==> src/common/can_framer_regs.svh <==
/*
  Constants of the serial message framer: byte values, record layout,
  checksum settings and byte-link timing.
  Assumes it is included once per compilation unit by its bare name.
*/
`ifndef CAN_FRAMER_REGS_SVH
`define CAN_FRAMER_REGS_SVH

// ==========================================================
// Frame bytes
`define FLAG_BYTE 8'h7e
`define ESCAPE_BYTE 8'h7d
`define ESCAPE_FLIP 8'h20
`define APP_ID_RECEIVED 8'h01
`define APP_ID_TRANSMITTED 8'h02

// ==========================================================
// Record layout
`define HEADER_BYTES 12
`define MAX_DATA_BYTES 8
`define RECORD_BITS 160
`define EXTENDED_BIT 29

// ==========================================================
// Checksum
`define CRC_POLY 16'h8005
`define CRC_POLY_REFLECTED 16'ha001
`define CRC_INIT_DEFAULT 16'h0000

// ==========================================================
// Byte link timing
`define CLOCK_HZ 50000000
`define BAUD_RATE 115200
`define BIT_CYCLES (`CLOCK_HZ / `BAUD_RATE)
`define DATA_BITS 8
`define STOP_BITS 1
`define LINE_BITS (1 + `DATA_BITS + `STOP_BITS)
`define FIFO_DEPTH 8

`endif

==> src/common/can_framer_pkg.sv <==
/*
  Types of the serial message framer: the logged message record and the
  framer states.
  Assumes the constants header is available on the include path.
*/
package can_framer_pkg;

  // ==========================================================
  // Message record handed in by the logging logic
  typedef struct packed {
    logic transmitted;
    logic [31:0] seconds;
    logic [15:0] millis;
    logic extended;
    logic [28:0] ident;
    logic [3:0] length;
    logic [0:7][7:0] data;
  } can_record_type;

  // ==========================================================
  // Framer states
  typedef enum logic [5:0] {
    FR_IDLE = 6'b000001,
    FR_START = 6'b000010,
    FR_PAYLOAD = 6'b000100,
    FR_CRC_HI = 6'b001000,
    FR_CRC_LO = 6'b010000,
    FR_STOP = 6'b100000
  } framer_state_type;

endpackage

==> src/can_msg_serial_framer.sv <==
/*
  Serial message framer: packs logged CAN messages into flag-delimited,
  byte-stuffed, checksum-protected frames and sends them as 8N1 bytes.
  Assumes one 50 MHz clock, inputs synchronous to it, and a host that
  destuffs and checks frames itself.
*/
// Functional notes
// - Byte link runs 115200 bit/s, 8 data bits, 1 stop, no parity.
// - Every frame opens and closes with 0x7E, never seen unescaped inside.
// - Order: flag, payload, checksum high then low byte, closing flag.
// - A payload or checksum 0x7E becomes 0x7D then byte with bit 5 flipped.
// - Checksum covers unstuffed payload only, sent as two bytes.
// - Checksum polynomial is x^16 + x^15 + x^2 + 1, 0x8005.
// - First payload byte is the application identifier, data follows.
// - Identifier 1 for received messages, 2 for transmitted ones.
// - Record: seconds 4, milliseconds 2, identifier 4, length 1, data 0-8.
// - Transmitted record has same layout, only identifier differs.
// - Seconds field counts seconds since the Unix epoch.
// - Identifier field bit 29 set exactly for extended identifiers.
// - Multi-byte fields go most significant byte first.
// - Framer active only after CAN-powered boot and later link connect.
`timescale 1ns/10ps
`include "can_framer_regs.svh"
module can_msg_serial_framer #(
  parameter bit CRC_REFLECT = 1'b1,
  parameter logic [15:0] CRC_INIT = `CRC_INIT_DEFAULT
) (
  input wire logic clock,
  input wire logic reset,
  input wire logic boot_done,
  input wire logic can_powered,
  input wire logic link_connected,
  input wire logic msg_valid,
  input wire can_framer_pkg::can_record_type msg,
  output logic msg_ready,
  output logic link_active,
  output logic serial_tx
);
  import can_framer_pkg::*;

  // ==========================================================
  // Checksum step over one byte
  function automatic logic [15:0] crc_step(input logic [15:0] c, input logic [7:0] b);
    logic [15:0] r;
    r = c;
    for (int i = 0; i < 8; i++)
    begin
      if (CRC_REFLECT)
        r = (r[0] ^ b[i]) ? ((r >> 1) ^ `CRC_POLY_REFLECTED) : (r >> 1);
      else
        r = (r[15] ^ b[7-i]) ? ((r << 1) ^ `CRC_POLY) : (r << 1);
    end
    return r;
  endfunction

  // ==========================================================
  // Activation
  logic boot_seen;
  logic eligible;

  // Link present at boot means the host powered us: the framer stays off
  always_ff @(posedge clock or posedge reset)
  begin
    if (reset)
    begin
      boot_seen <= 1'b0;
      eligible <= 1'b0;
      link_active <= 1'b0;
    end
    else
    begin
      boot_seen <= boot_done;
      if (boot_done && !boot_seen)
        eligible <= can_powered && !link_connected;
      link_active <= eligible && boot_seen && link_connected;
    end
  end

  // ==========================================================
  // Framer state
  framer_state_type state;
  framer_state_type next_state;
  can_record_type record;
  logic [4:0] index;
  logic [15:0] crc;
  logic esc_pending;
  wire fifo_in_ready;

  assign msg_ready = (state == FR_IDLE) && link_active;
  wire accept = msg_valid && msg_ready;

  // Record flattened in send order, most significant byte first
  wire [7:0] app_id = record.transmitted ? `APP_ID_TRANSMITTED : `APP_ID_RECEIVED;
  wire [31:0] ident_field = {2'b00, record.extended, record.ident};
  wire [`RECORD_BITS-1:0] flat = {app_id, record.seconds, record.millis, ident_field,
                                  4'h0, record.length, record.data};
  wire [3:0] len_eff = (record.length > 4'(`MAX_DATA_BYTES)) ? 4'(`MAX_DATA_BYTES) : record.length;
  wire [4:0] last_index = 5'(`HEADER_BYTES - 1) + {1'b0, len_eff};
  wire [7:0] top_bit = 8'(`RECORD_BITS - 1) - {index, 3'b000};
  wire [7:0] record_byte = flat[top_bit -: 8];

  wire is_flag_state = (state == FR_START) || (state == FR_STOP);
  wire is_stuffed_state = (state == FR_PAYLOAD) || (state == FR_CRC_HI) || (state == FR_CRC_LO);
  wire [7:0] raw_byte = is_flag_state ? `FLAG_BYTE :
                        (state == FR_PAYLOAD) ? record_byte :
                        (state == FR_CRC_HI) ? crc[15:8] : crc[7:0];
  wire needs_escape = is_stuffed_state &&
                      ((raw_byte == `FLAG_BYTE) || (raw_byte == `ESCAPE_BYTE));
  wire [7:0] push_data = esc_pending ? (raw_byte ^ `ESCAPE_FLIP) :
                         needs_escape ? `ESCAPE_BYTE : raw_byte;
  wire push_valid = (state != FR_IDLE);
  wire push_fire = push_valid && fifo_in_ready;
  wire push_done = push_fire && (!needs_escape || esc_pending);

  always_comb
  begin
    next_state = state;
    case (state)
      FR_IDLE:
        if (accept)
          next_state = FR_START;
      FR_START:
        if (push_done)
          next_state = FR_PAYLOAD;
      FR_PAYLOAD:
        if (push_done && (index == last_index))
          next_state = FR_CRC_HI;
      FR_CRC_HI:
        if (push_done)
          next_state = FR_CRC_LO;
      FR_CRC_LO:
        if (push_done)
          next_state = FR_STOP;
      FR_STOP:
        if (push_done)
          next_state = FR_IDLE;
      default:
        next_state = FR_IDLE;
    endcase
  end

  always_ff @(posedge clock or posedge reset)
  begin
    if (reset)
    begin
      state <= FR_IDLE;
      record <= '0;
      index <= '0;
      crc <= `CRC_INIT_DEFAULT;
      esc_pending <= 1'b0;
    end
    else
    begin
      state <= next_state;
      if (accept)
      begin
        record <= msg;
        index <= '0;
        crc <= CRC_INIT;
      end
      else if ((state == FR_PAYLOAD) && push_done)
      begin
        index <= 5'(index + 1'b1);
        crc <= crc_step(crc, raw_byte);
      end
      if (push_done)
        esc_pending <= 1'b0;
      else if (push_fire && needs_escape)
        esc_pending <= 1'b1;
    end
  end

  // ==========================================================
  // Byte buffer between framer and line
  wire fifo_out_valid;
  wire [7:0] fifo_out_data;
  logic tx_busy;

  // The framer stalls on a full buffer, so nothing is dropped at 8N1 pace
  byte_fifo #(
    .WIDTH(8),
    .DEPTH(`FIFO_DEPTH)
  ) u_fifo (
    .clock(clock),
    .reset(reset),
    .in_valid(push_valid),
    .in_data(push_data),
    .in_ready(fifo_in_ready),
    .out_valid(fifo_out_valid),
    .out_data(fifo_out_data),
    .out_ready(!tx_busy)
  );

  // ==========================================================
  // 8N1 line transmitter
  logic [9:0] tx_shift;
  logic [3:0] tx_bits;
  logic [8:0] baud_count;
  wire baud_tick = tx_busy && (baud_count == 9'(`BIT_CYCLES - 1));
  wire tx_load = fifo_out_valid && !tx_busy;

  always_ff @(posedge clock or posedge reset)
  begin
    if (reset)
    begin
      tx_shift <= 10'h3ff;
      tx_bits <= '0;
      baud_count <= '0;
      tx_busy <= 1'b0;
      serial_tx <= 1'b1;
    end
    else if (tx_load)
    begin
      tx_shift <= {1'b1, fifo_out_data, 1'b0};
      tx_bits <= '0;
      baud_count <= '0;
      tx_busy <= 1'b1;
      serial_tx <= 1'b0;
    end
    else if (baud_tick)
    begin
      tx_shift <= {1'b1, tx_shift[9:1]};
      serial_tx <= tx_shift[1];
      tx_bits <= 4'(tx_bits + 1'b1);
      baud_count <= '0;
      if (tx_bits == 4'(`LINE_BITS - 1))
        tx_busy <= 1'b0;
    end
    else if (tx_busy)
      baud_count <= 9'(baud_count + 1'b1);
  end
endmodule

==> src/byte_fifo.sv <==
/*
  Small FIFO with valid/ready on both sides and a registered read port.
  Assumes DEPTH is a power of two and one synchronous clock.
*/
`timescale 1ns/10ps
module byte_fifo #(
  parameter int WIDTH = 8,
  parameter int DEPTH = 8
) (
  input wire logic clock,
  input wire logic reset,
  input wire logic in_valid,
  input wire logic [WIDTH-1:0] in_data,
  output logic in_ready,
  output logic out_valid,
  output logic [WIDTH-1:0] out_data,
  input wire logic out_ready
);
  localparam int AW = $clog2(DEPTH);

  logic [WIDTH-1:0] mem [DEPTH];
  logic [AW-1:0] wr_ptr;
  logic [AW-1:0] rd_ptr;
  logic [AW:0] count;

  // ==========================================================
  // Handshake decode
  wire push = in_valid && in_ready;
  wire load_out = (count != '0) && (!out_valid || out_ready);
  assign in_ready = (count != (AW+1)'(DEPTH));

  always_ff @(posedge clock)
  begin
    if (push)
      mem[wr_ptr] <= in_data;
  end

  always_ff @(posedge clock or posedge reset)
  begin
    if (reset)
    begin
      wr_ptr <= '0;
      rd_ptr <= '0;
      count <= '0;
      out_valid <= 1'b0;
      out_data <= '0;
    end
    else
    begin
      if (push)
        wr_ptr <= AW'(wr_ptr + 1'b1);
      if (load_out)
      begin
        rd_ptr <= AW'(rd_ptr + 1'b1);
        out_data <= mem[rd_ptr];
        out_valid <= 1'b1;
      end
      else if (out_ready)
        out_valid <= 1'b0;
      count <= (AW+1)'(count + {{AW{1'b0}}, push} - {{AW{1'b0}}, load_out});
    end
  end
endmodule

==> config.mk <==
export PLATFORM = sky130hd
export DESIGN_NAME = can_msg_serial_framer
export DESIGN_NICKNAME = d
export VERILOG_FILES = /design/src/common/can_framer_pkg.sv /design/src/can_msg_serial_framer.sv /design/src/byte_fifo.sv
export VERILOG_INCLUDE_DIRS = /design/src /design/src/common
export SDC_FILE = /design/constraint.sdc
export NUM_CORES = 1
export LEC_CHECK = 0
export ABC_AREA = 1
export BUFFER_PORTS_ARGS = -buffer_cell sky130_fd_sc_hd__buf_2
export CORE_MARGIN = 3
export CORE_UTILIZATION = 53
export DETAILED_ROUTE_END_ITERATION = 10
export PLACE_DENSITY = 0.76
export SKIP_CTS_REPAIR_TIMING = 1
export SYNTH_ARGS = -nofsm -noshare
export SYNTH_HDL_FRONTEND = slang
export SYNTH_SLANG_ARGS = --single-unit
==> constraint.sdc <==
create_clock -name clock -period 6 [get_ports clock]
set_input_delay 0.3 -clock clock [delete_from_list [all_inputs] [get_ports clock]]
set_output_delay 0.3 -clock clock [all_outputs]
set_load 0.01 [all_outputs]
==> qor.tcl <==
set qor(run_status) {complete, but fails checks}
set qor(failed_checks) {negative hold slack}
set qor(shortest_clock_period_the_worst_path_allows_after_layout_ns) 4.12
set qor(drc_errors) 0
set qor(crit_path_end) {index[4]}
set qor(final_nets) 1966
set qor(timing.critical_path.arrival_ns) 4.59
set qor(ys_seq_elements) 284
set qor(worst_setup_path_end_kind) {flop}
set qor(synth-edff-count) 64
set qor(cp.buffers_inverters) 2
set qor(slew_headroom_pct) 28.4
set qor(cpPeakStageDelay_ns) 0.77
set qor(buffer_ports.inserted) 155
set qor(tightest_slew_ns) 1.07
set qor(core_area_mm2) 0.0246
set qor(rows) 57
set qor(area.growth.synth_to_final_pct) 21.5
set qor(setup_viol) 0
set qor(crit_path_cell_trace) {buf_4 > nor2_2 > a21oi_1 > o211ai_1 > o21ai_0 > a21oi_1 > o21ai_1 > nand3_1 > nand4_1 > nor2_1 > nand3_1 > nand2_1 > inv_2 > nand2_4 > nand2_2 > nand3_2 > o21ai_1 > a21oi_1}
set qor(antenna_found_initial) 0
set qor(antenna-diode-count) 0
set qor(cp_data_required_time_ns) 6.47
set qor(drive_above_1_share_pct) 15.0
set qor(cts_tree) {built}
set qor(fin_tns_setup_ns) 0
set qor(clock_insertion_delay_worst_skew_ns) 0.55
set qor(skew_ns) 0.0144
set qor(critPathLaunch) {index[0]}
set qor(cts-htree-levels) 1
set qor(postSynth.asyncResetShare_pct) 77.5
set qor(mappedNetlistArea_mm2) 0.0135
set qor(synth.lib_cells_used.distinct) 48
set qor(regToRegEndpoint) {index[4]}
set qor(gp_congestion) 0.935
set qor(leakagePower_nw) 7.91
set qor(maximum_number_of_pins_on_one_net_before_global_route_repair) 168
set qor(avgSynthCellArea_um2) 8.56
set qor(pwrdens_mw_per_mm2) 538
set qor(timing_max_transition_violations_final) 0
set qor(final_min_period_over_clock_period_pct) 68.7
set qor(crit_path_top_delay_cell) {nor2_2}
set qor(p_total_mw) 8.80
set qor(synth-main-ff-cell) {dfrtp_1}
set qor(pin_count) 156
set qor(synth_cells) 1573
set qor(grt_usage_pct) 25.1
set qor(detail-route-antenna-nets) 0
set qor(reg2reg_setup_slack_ns) 1.88
set qor(max-vdd-ir-drop_mv) 0.292
set qor(numCtsBuffers) 29
set qor(yosys_warnings) 0
set qor(cpMostUsedCell) {a21oi_1}
set qor(hold_violations) 84
set qor(die_width_um) 165
set qor(drt_iter0_markers) 1112
set qor(crit_path_max_fanout) 41
set qor(fp.dieArea_mm2) 0.0273
set qor(crit_family) {simple AND/OR/NAND/NOR gates}
set qor(worst_r2r_path_depth) 18
set qor(viasPerCell) 5.39
set qor(post-route-util_pct) 66.5
set qor(syn-num-nets) 1744
set qor(n_fill_cell) 1885
set qor(place.detailed.instances) 1992
set qor(timing.critical_path.from_type) {flop}
set qor(critical_path_class) {flop to flop}
set qor(post-dp-hpwl_mm) 23.3
set qor(clk_pin_slew_worst_paths_ns) 0.06
set qor(cp.depth) 18
set qor(postRouteWirelength_mm) 35.7
set qor(floorplan.die.height_um) 165
set qor(layoutNonFillerInstCount) 2142
set qor(yosysSeqAreaShare_pct) 55.3
set qor(globalRoute.totalOverflow) 0
set qor(rsz0062_at_grt) {false}
set qor(cts_root_buffer) {clkbuf_16}
set qor(cts.sinks) 284
set qor(maxClockFrequency_mhz) 243
set qor(timing.max_cap.violations) 0
set qor(min_path_type) {input pin to async pin}
set qor(r2r-start) {index[0]}
set qor(dr_total_vias) 11545
set qor(floorplan.initialDensity_pct) 54.7
set qor(detail_route.first_pass.iterations) 7
set qor(first_global_vias) 10670
set qor(fin_hold_ws_ns) -0.0649
set qor(cts-root-to-sink-buffers) 3
set qor(grt_first_pass_wirelength_mm) 54.5
set qor(mean_routed_wirelength_per_cell_um) 16.6
## tightest hold or removal path: stages
cell        delay [ns]
buf_2             0.11
clkinvlp_4        0.07
buf_12            0.48
## worst min path at each step
stage,start,end,slack (ns),cells after the start
after floorplan,boot_done,boot_seen,0.33,0
after global placement,boot_done,boot_seen,0.43,1
after detailed placement,boot_done,boot_seen,0.43,1
after CTS,boot_done,boot_seen,-0.13,1
after global routing,msg[21],flat[21],-0.01,3
final,reset,flat[81],-0.06,3
## synth_stat cells (5+ instances only)
| cell type | count | area share [%] |
|---|---|---|
| nand2_2 | 14 | 0.65 |
| ha_1 | 17 | 1.6 |
| buf_4 | 5 | 0.28 |
| o22ai_1 | 16 | 0.74 |
| buf_2 | 10 | 0.37 |
| nand3_1 | 79 | 2.9 |
| a31oi_1 | 6 | 0.28 |
| o21ai_1 | 20 | 0.74 |
| edfxtp_1 | 64 | 14 |
| o221ai_1 | 11 | 0.72 |
| nand2_1 | 513 | 14 |
| dfrtp_1 | 210 | 39 |
| dfstp_2 | 10 | 2.0 |
| nand4_1 | 16 | 0.74 |
| nand3_2 | 9 | 0.67 |
| o211ai_1 | 15 | 0.84 |
| clkbuf_1 | 42 | 1.2 |
| nor2_1 | 100 | 2.8 |
| buf_6 | 10 | 0.84 |
| o21ai_0 | 154 | 5.7 |
| inv_1 | 142 | 4.0 |
| a21oi_1 | 40 | 1.5 |
| inv_2 | 11 | 0.31 |
| xor2_1 | 15 | 0.98 |
## registers in the layout, indices dropped and copies added, names as in the netlist, 3 cells and up
register and count:
index 5, u_fifo.out_data 8, state 6, crc 16, tx_shift 9, baud_count 9, u_fifo.wr_ptr 3, u_fifo.rd_ptr 3
tx_bits 4, flat 146, u_fifo.count 4, u_fifo.mem 64
## per-layer routing
metal / up-vias / wire length (µm) / GRT usage, %
met1: 5379 / 15100 / 36.7
met5: - / 0 / 0
met2: 523 / 16400 / 39.2
met3: 75 / 3220 / 4.44
met4: 0 / 853 / 6.65
li1: 5568 / - / -
## area by class of cell
cell class | instances | area [µm²] | share of cell area, %
timing repair buffer | 260 | 1820 | 11.1
multi-input combinational | 1065 | 5080 | 31.0
tap | 324 | 405 | 2.48
inverter | 155 | 591 | 3.61
sequential | 284 | 7440 | 45.5
clock inverter | 8 | 121 | 0.742
clock buffer | 46 | 903 | 5.52
## report_power, final
group          internal (mW)  total [mW]  switching, mW
clock network           1.16        1.89          0.736
logic                   1.18        3.62           2.44
registers               2.85        3.28          0.429
## metrics by stage
stage | cell area [µm²] | hold slack (ns) | worst slack [ns]
after CTS | 15400 | -0.135 | 1.97
after global placement | 14400 | 0.427 | 2.13
after global routing | 16400 | -0.0147 | 1.53
final | 16400 | -0.0649 | 1.88
after detailed placement | 14400 | 0.433 | 2.01
after floorplan | 13500 | 0.331 | 2.84
## logic make-up (layout without fill, tap and decap cells)
group,after synthesis,in the layout,share of synthesized area [%]
xor+xnor,19,19,1.24
mux,1,1,0.0744
buf+inv,224,469,7.04
fa+ha+maj,18,18,1.73
compound gates,278,278,11.5
simple gates,749,749,23.1
flops,284,284,55.3
## cells in the final DEF, fill, tap and decap left out, types with 3 or more instances in the layout
cell           count
o22ai_1           16
dfstp_2           10
a21oi_1           40
xnor2_1            4
o2111ai_1          3
dfrtp_1          209
o211ai_1          15
clkbuf_1           5
nand3_1           79
dlygate4sd3_1     96
xor2_1            15
clkinv_2           3
o21ai_1           20
nor3_1             4
nand4_1           16
buf_4              8
a21oi_2            3
nand2_1          512
edfxtp_1          64
nand2_4            4
o221ai_1          11
bufinv_16          3
a22oi_1            3
nand2_2           15
a221oi_1           3
a31oi_1            6
ha_1              17
inv_1            140
nand3_2            9
clkbuf_8          11
clkbuf_16         29
nor2_1           100
buf_2            155
inv_2             11
o21ai_0          154
Note: power is estimated with default switching activity, not from simulation.
